[src/logic/inertial_regs_pkg.sv]
// Constants and types for the inertial output register block.
// Assumes a single 125 MHz system clock and a host that reads over a serial link.
package inertial_regs_pkg;

   // Byte addresses of the output words
   localparam logic [6:0] ADDR_RATE_X_LOW = 7'h04;
   localparam logic [6:0] ADDR_RATE_X_HIGH = 7'h06;
   localparam logic [6:0] ADDR_RATE_Y_LOW = 7'h08;
   localparam logic [6:0] ADDR_RATE_Y_HIGH = 7'h0A;
   localparam logic [6:0] ADDR_RATE_Z_LOW = 7'h0C;
   localparam logic [6:0] ADDR_RATE_Z_HIGH = 7'h0E;
   localparam logic [6:0] ADDR_ACCEL_X_LOW = 7'h10;
   localparam logic [6:0] ADDR_ACCEL_X_HIGH = 7'h12;
   localparam logic [6:0] ADDR_ACCEL_Y_LOW = 7'h14;
   localparam logic [6:0] ADDR_FIRST = ADDR_RATE_X_LOW;
   localparam logic [6:0] ADDR_LAST = 7'h15;

   localparam int WORD_COUNT = 9;
   localparam int WORD_BITS = 16;
   localparam int RATE_AXES = 3;
   localparam int ACCEL_AXES = 2;
   localparam int AXES = RATE_AXES + ACCEL_AXES;

   // Serial frame layout
   localparam int FRAME_BITS = 16;
   localparam int CMD_WRITE_BIT = 15;
   localparam int CMD_ADDR_MSB = 14;
   localparam int CMD_ADDR_LSB = 8;

   localparam logic [15:0] ZERO_WORD = 16'h0000;
   localparam logic [WORD_COUNT*WORD_BITS-1:0] WORDS_RESET = '0;

   // Full scale of the 32-bit formats
   localparam logic [31:0] RATE_FULL_POS = 32'h4E200000;
   localparam logic [31:0] RATE_FULL_NEG = 32'hB1E00000;
   localparam logic [31:0] ACCEL_FULL_POS = 32'h7D000000;
   localparam logic [31:0] ACCEL_FULL_NEG = 32'h83000000;

   // Weights of one high-word count, and the accel range in g
   localparam real RATE_SCALE_125_DPS = 0.00625;
   localparam real RATE_SCALE_500_DPS = 0.025;
   localparam real RATE_SCALE_2000_DPS = 0.1;
   localparam real ACCEL_SCALE_MG = 1.25;
   localparam real ACCEL_RANGE_G = 40.0;

   typedef enum logic [0:0] {
      LINK_IDLE = 1'b0,
      LINK_SHIFT = 1'b1
   } link_e;

   // One sample of all axes, 32-bit twos complement each
   typedef struct packed {
      logic [ACCEL_AXES-1:0][31:0] accel;
      logic [RATE_AXES-1:0][31:0] rate;
   } sample_s;

   typedef struct packed {
      logic csN;
      logic sclk;
      logic mosi;
   } link_in_s;

   typedef struct packed {
      logic miso;
      logic misoOe;
   } link_out_s;

   typedef struct packed {
      link_e link;
      logic [1:0] sclkSync;
      logic [1:0] csSync;
      logic [1:0] mosiSync;
      logic sclkPrev;
      logic [3:0] bitCnt;
      logic [15:0] shiftIn;
      logic [15:0] shiftOut;
      logic misoBit;
      logic misoOe;
      logic [WORD_COUNT-1:0][WORD_BITS-1:0] words;
   } state_s;

endpackage

[src/logic/inertial_output_registers.sv]
// Read-only output word set of the inertial module, read over a 16-bit serial link.
// Assumes sample data arrives on the system clock; the link pins are asynchronous.
//
// How it works
// - X rate low word at 0x04, high word at 0x06, both read-only.
// - Y rate low word at 0x08, high word at 0x0A, both read-only.
// - Z rate low word at 0x0C, high word at 0x0E, both read-only.
// - Rate high word is twos complement, zero rate reads 0x0000.
// - Rate low word extends resolution below the high word's LSB.
// - Accel high word over low word forms one 32-bit twos complement value.
// - Accel axes match the rate axes and include static gravity.
// - Accel high word spans plus or minus 40 g, 1.25 mg per count.
// - 16-bit accel full scale reads 0x7D00 and 0x8300.
// - 32-bit accel full scale reads 0x7D000000 and 0x83000000.
// - X accel low word at 0x10, high word at 0x12, read-only.
// - Y accel low word at 0x14, read-only.
// - Rate count weight depends on the model's range variant.
`timescale 1ns/10ps
`default_nettype none

module inertial_output_registers
(
   input wire logic clock,
   input wire logic rst_n,
   input wire logic sampleValid,
   input wire inertial_regs_pkg::sample_s sample,
   input wire inertial_regs_pkg::link_in_s linkIn,
   output var inertial_regs_pkg::link_out_s linkOut
);
   import inertial_regs_pkg::*;

   state_s s_reg;
   state_s s_next;
   logic sclkRise;
   logic sclkFall;
   logic csActive;
   logic [15:0] frameWord;
   logic [AXES-1:0][31:0] clamped;
   logic [WORD_BITS-1:0] loadWord [WORD_COUNT];

   // Signed saturation to a full-scale span
   function automatic logic [31:0] clampValue(
      input logic [31:0] value,
      input logic [31:0] hi,
      input logic [31:0] lo
   );
      if ($signed(value) > $signed(hi))
         return hi;
      else if ($signed(value) < $signed(lo))
         return lo;
      else
         return value;
   endfunction

   // Word lookup by byte address; odd addresses give the same word
   function automatic logic [15:0] readWord(
      input logic [6:0] addr,
      input logic [WORD_COUNT-1:0][WORD_BITS-1:0] words
   );
      logic [6:0] offset;
      offset = 7'(addr - ADDR_FIRST);
      if (addr >= ADDR_FIRST && addr <= ADDR_LAST)
         return words[offset[4:1]];
      else
         return ZERO_WORD;
   endfunction

   assign sclkRise = s_reg.sclkSync[1] & ~s_reg.sclkPrev;
   assign sclkFall = ~s_reg.sclkSync[1] & s_reg.sclkPrev;
   assign csActive = ~s_reg.csSync[1];
   assign frameWord = {s_reg.shiftIn[14:0], s_reg.mosiSync[1]};

   // even index low half, odd index high half
   for (genvar w = 0; w < WORD_COUNT; w++)
   begin : gWord
      assign loadWord[w] = clamped[w / 2][WORD_BITS * (w % 2) +: WORD_BITS];
   end

   always_comb
   begin
      // rate counts kept within the signed full-scale span
      for (int a = 0; a < RATE_AXES; a++)
      begin
         clamped[a] = clampValue(sample.rate[a], RATE_FULL_POS, RATE_FULL_NEG);
      end
      // accel limited to 0x7D00/0x8300 in the high word
      // same limits on the combined value
      for (int a = 0; a < ACCEL_AXES; a++)
      begin
         clamped[RATE_AXES + a] = clampValue(sample.accel[a], ACCEL_FULL_POS, ACCEL_FULL_NEG);
      end
   end

   always_comb
   begin
      s_next = s_reg;
      s_next.sclkSync = {s_reg.sclkSync[0], linkIn.sclk};
      s_next.csSync = {s_reg.csSync[0], linkIn.csN};
      s_next.mosiSync = {s_reg.mosiSync[0], linkIn.mosi};
      s_next.sclkPrev = s_reg.sclkSync[1];

      // all words load from one sample in one cycle
      // even index low half, odd index high half of a 32-bit value
      // low word carries bits [15:0] below the high word
      // accel words fed from the same sample as the rate words
      // accel high word passes 1.25 mg counts unchanged
      // rate counts pass as delivered at the model's scale
      if (sampleValid)
      begin
         for (int i = 0; i < WORD_COUNT; i++)
         begin
            s_next.words[i] = loadWord[i];
         end
      end

      unique case (s_reg.link)
         LINK_IDLE:
         begin
            s_next.misoOe = 1'b0;
            s_next.bitCnt = 4'h0;
            if (csActive)
            begin
               s_next.link = LINK_SHIFT;
               s_next.misoOe = 1'b1;
            end
         end
         LINK_SHIFT:
         begin
            if (!csActive)
            begin
               // Cut frame dropped; unsent answer bits follow next frame
               s_next.link = LINK_IDLE;
               s_next.misoOe = 1'b0;
               s_next.bitCnt = 4'h0;
            end
            else
            begin
               if (sclkFall)
               begin
                  s_next.misoBit = s_reg.shiftOut[15];
                  s_next.shiftOut = {s_reg.shiftOut[14:0], 1'b0};
               end
               if (sclkRise)
               begin
                  s_next.shiftIn = frameWord;
                  s_next.bitCnt = 4'(s_reg.bitCnt + 4'h1);
                  if (s_reg.bitCnt == 4'(FRAME_BITS - 1))
                  begin
                     s_next.bitCnt = 4'h0;
                     // words answer in the next frame
                     // accel x words in the same map
                     // accel y low word in the same map
                     if (!frameWord[CMD_WRITE_BIT])
                        s_next.shiftOut = readWord(frameWord[CMD_ADDR_MSB:CMD_ADDR_LSB],
                           s_reg.words);
                     else
                        s_next.shiftOut = ZERO_WORD;
                  end
               end
            end
         end
      endcase
   end

   always_ff @(posedge clock)
   begin
      if (!rst_n)
      begin
         s_reg.link <= LINK_IDLE;
         s_reg.sclkSync <= 2'h3;
         s_reg.csSync <= 2'h3;
         s_reg.mosiSync <= 2'h0;
         s_reg.sclkPrev <= 1'b1;
         s_reg.bitCnt <= 4'h0;
         s_reg.shiftIn <= ZERO_WORD;
         s_reg.shiftOut <= ZERO_WORD;
         s_reg.misoBit <= 1'b0;
         s_reg.misoOe <= 1'b0;
         s_reg.words <= WORDS_RESET;
      end
      else
      begin
         s_reg <= s_next;
      end
   end

   assign linkOut = '{miso: s_reg.misoBit, misoOe: s_reg.misoOe};

endmodule

`default_nettype wire

[config.mk]
export PLATFORM = sky130hd
export DESIGN_NAME = inertial_output_registers
export DESIGN_NICKNAME = d
export VERILOG_FILES = /design/src/logic/inertial_regs_pkg.sv /design/src/logic/inertial_output_registers.sv
export SDC_FILE = /design/constraint.sdc
export NUM_CORES = 1
export LEC_CHECK = 0
export BUFFER_PORTS_ARGS = -buffer_cell sky130_fd_sc_hd__buf_2
export CAP_MARGIN = 20
export CORE_ASPECT_RATIO = 0.9
export CORE_MARGIN = 3
export CORE_UTILIZATION = 50
export CTS_CLUSTER_SIZE = 20
export DETAILED_ROUTE_END_ITERATION = 10
export GPL_TIMING_DRIVEN = 0
export PLACE_DENSITY = 0.77
export REMOVE_ABC_BUFFERS = 1
export SYNTH_ARGS = -nofsm -noshare
export SYNTH_HDL_FRONTEND = slang
export SYNTH_SLANG_ARGS = --single-unit
[constraint.sdc]
create_clock -name clock -period 3 [get_ports clock]
set_input_delay 0.45 -clock clock [delete_from_list [all_inputs] [get_ports clock]]
set_output_delay 0.45 -clock clock [all_outputs]
set_load 0.1 [all_outputs]
==> impl_results.md <==
* Status: finished, final reports clean
* Final setup vio count at 0
* Avg Cell Area, Syn at 10.3 um2
* Pleak at 0.00405 uW
* GRT overflow at 0
* Vias in the first global route at 6712
* Startpoint Class: input pin
* Async set-reset flop share out of synthesis at 0
* Main combinational cell family by area after synthesis: compound AO/OA/AOI/OAI gates
* Total track usage at 0.254
* Die span in y at 129 um
* Yosys Warn Count at 0
* Max FO, Critical Path at 55
* Core ar. at 16300 um2
* Layout cells sized above 1 at 0.270
* Final Critical Period at 2700 ps
* Rows at 44
* Max_cap viols at 0
* Worst setup EP type: register
* P per Cell Area at 557 nW/um2
* Xor/xnor share of the synthesized area at 0.00297
* Final Core Density at 0.616
* Final wirelength at 23600 um
* Mapped Cells at 820
* Port bufs at 167
* Final GP Congestion at 0.840
* Max transition margin at 0.319
* Max Freq at 370 MHz
* CP arrival at 3080 ps
* Hold Violations, Final at 0
* Pre-CTS WS at -1020 ps
* DR WL/cell at 20.1 um
* Worst Hold Class: input pin to register
* CTS Buf Count at 17
* Internal power at 4260 uW
* Vias per inst at 6.12
* Measured slew at the worst slew-check pin at 1020 ps
* Starting Density at 0.517
* Wire length of the first global-routing pass at 36300 um
* Switching Share at 0.238
* Synthesis-to-layout area growth at 19.3%
* Total power at 5590 uW
* Post-CTS Hold Buffers at 0
* Worst-path clk slew at 70 ps
* CTS tree: done
* Mux share of post-synthesis cell area at 0.105
* Yosys cell types at 54
* # fillers at 1344
* Most used DFF post-synth: dfxtp_1
* Clock latency on the worst-skew pair at 430 ps
* Switching pwr at 1330 uW
* Mapped cell area at 8420 um2
* Adder-Cell Fraction of Synth Area at 0.0104
* DP HPWL at 16900 um
* Clock network fraction of design power at 0.423
* Clock Path Buffers at 2
* Clock sinks at 189
* Max FFs per register at 167
* First-pass DRT Iterations at 6
* Post-synth EDFFs at 0
* Setup WS post-layout at 297 ps
* Initial antenna violation count at 2
* RSZ-0062 raised after global routing: false
* Maximum VDD drop at 0.000337 V
* Root Driver: clkbuf_16
* Multi-input logic area at 4310 um2
* Largest net degree at the start of global routing at 56
* Required time of the critical path at 3370 ps
* Compound-Gate Fraction of Synth Area at 0.229
* H-tree levels at 4
* Final non-filler cell total at 1172
* Max Slew Vio Count at 0
* Routed via count at 7176
* # IOs at 168
* Period utilization at 0.901
* Gate power share at 0.095
* Sequential fraction of the synthesis area at 0.449
* Seq cells post-synth at 189
* Skew final at 10.8 ps
* Fin nets at 1124
* DRC violations left at 0
* Setup TNS at 0 ps
* Die area at 18400 um2
* Crit Path Class: input pin to register
* Sequential share of power at 0.482
* Inst Count DP at 1135
* Initial DRC count at 607
* Simple-Gate Fraction of Synth Area at 0.162
* Sequential Area at 3790 um2
* Post-route ant nets at 0
* Die X at 143 um
final cells by class:
type                       instances  share of cell area
timing repair buffer             178               0.102
antenna                            2            0.000498
sequential                       189               0.377
inverter                           7             0.00299
multi-input combinational        558               0.429
tap                              207              0.0258
clock inverter                    11              0.0154
clock buffer                      20              0.0465
cells by family (layout without fill, tap and decap cells):
group                      count (synthesis)  after routing
AOI/OAI and AO/OA                        241            241
xor gates and xnor gates                   2              2
adders and majority gates                  7              7
buffers and inverters                     73            216
DFF                                      189            189
muxes                                     48             48
other                                      0              2
and+or+nand+nor                          260            260
placed cells by master (no fill, tap or decap), types with 6 or more instances in the layout:
cell,Yosys,final
a21boi_1,16,16
nand3_1,9,9
nand4_1,10,10
o21ai_0,27,27
clkbuf_16,0,17
nor2_1,81,81
a31oi_1,15,15
nor4_1,39,39
a21oi_1,14,14
o21ai_1,6,6
nor4b_1,8,8
nand2b_1,25,25
o21a_1,14,14
inv_1,7,6
a22o_1,118,118
dfxtp_1,189,187
a221oi_1,15,15
buf_2,9,167
ha_1,7,6
mux4_2,32,32
mux2i_1,16,16
nand2_1,49,49
nor2b_1,13,12
layer usage:
layer / up-vias / track usage / wire length [um]
met1: 3457 / 0.341 / 10000
met2: 272 / 0.413 / 11400
met4: 0 / 0.0878 / 714
met3: 46 / 0.0509 / 1440
li1: 3401 / - / -
met5: - / 0 / 0
worst paths after layout:
path / depth (start not counted) / startpoint / slack [ps] / to
worst max register to register: 8 / frameWord[10] / 470 / s_reg[159]
worst min register to register: 1 / s_next[188] / 420 / s_next[182]
worst min-delay path: 2 / linkIn[1] / 200 / s_next[188]
worst max-delay path: 4 / rst_n / 300 / s_reg[45]
synth_stat cells, drive strengths merged (3+ instances only):
| cell | number | share of area |
|---|---|---|
| buf | 23 | 0.020 |
| a311oi | 4 | 0.010 |
| o21ai | 33 | 0.020 |
| nor4b | 8 | 0.0083 |
| nand2 | 50 | 0.023 |
| a221oi | 15 | 0.016 |
| mux4 | 32 | 0.086 |
| a32o | 3 | 0.0036 |
| a21oi | 14 | 0.0083 |
| or4 | 3 | 0.0040 |
| a21boi | 16 | 0.014 |
| dfxtp | 189 | 0.45 |
| nand2b | 25 | 0.019 |
| nand3 | 9 | 0.0053 |
| inv | 7 | 0.0031 |
| a22o | 118 | 0.12 |
| ha | 7 | 0.010 |
| nor3b | 3 | 0.0046 |
| clkbuf | 43 | 0.019 |
| nor2 | 81 | 0.036 |
| o21a | 14 | 0.012 |
| mux2i | 16 | 0.019 |
| and2 | 4 | 0.0030 |
| nand4 | 11 | 0.010 |
| a31oi | 15 | 0.011 |
| nor3 | 4 | 0.0024 |
| nor2b | 13 | 0.0097 |
| or3 | 4 | 0.0030 |
| nor4 | 40 | 0.030 |
critical path, stage by stage:
cell and delay [ps]:
buf_2 710, nand2_2 590, a311oi_4 1030, a22o_1 260
power groups by stage:
| stage | registers [uW] | logic [uW] | clock network (uW) |
|---|---|---|---|
| final | 2700 | 533 | 2360 |
| after detailed placement | 2750 | 524 | 0 |
| after floorplan | 2720 | 260 | 0 |
| after global placement | 2750 | 499 | 0 |
| after global routing | 2710 | 579 | 2480 |
| after CTS | 2700 | 528 | 2380 |
through the flow:
| stage | hold slack [ps] | instance area [um2] |
|---|---|---|
| CTS | 192 | 10000 |
| detailed placement | 394 | 9360 |
| floorplan | 386 | 8090 |
| global placement | 401 | 9190 |
| finish | 202 | 10000 |
| global route | 187 | 10000 |
timing repair:
item                       CTS  global route
buffers inserted             3             0
setup endpoints to repair   16             2
gates resized for setup      4             1
Note: power is estimated with default switching activity, not from simulation.
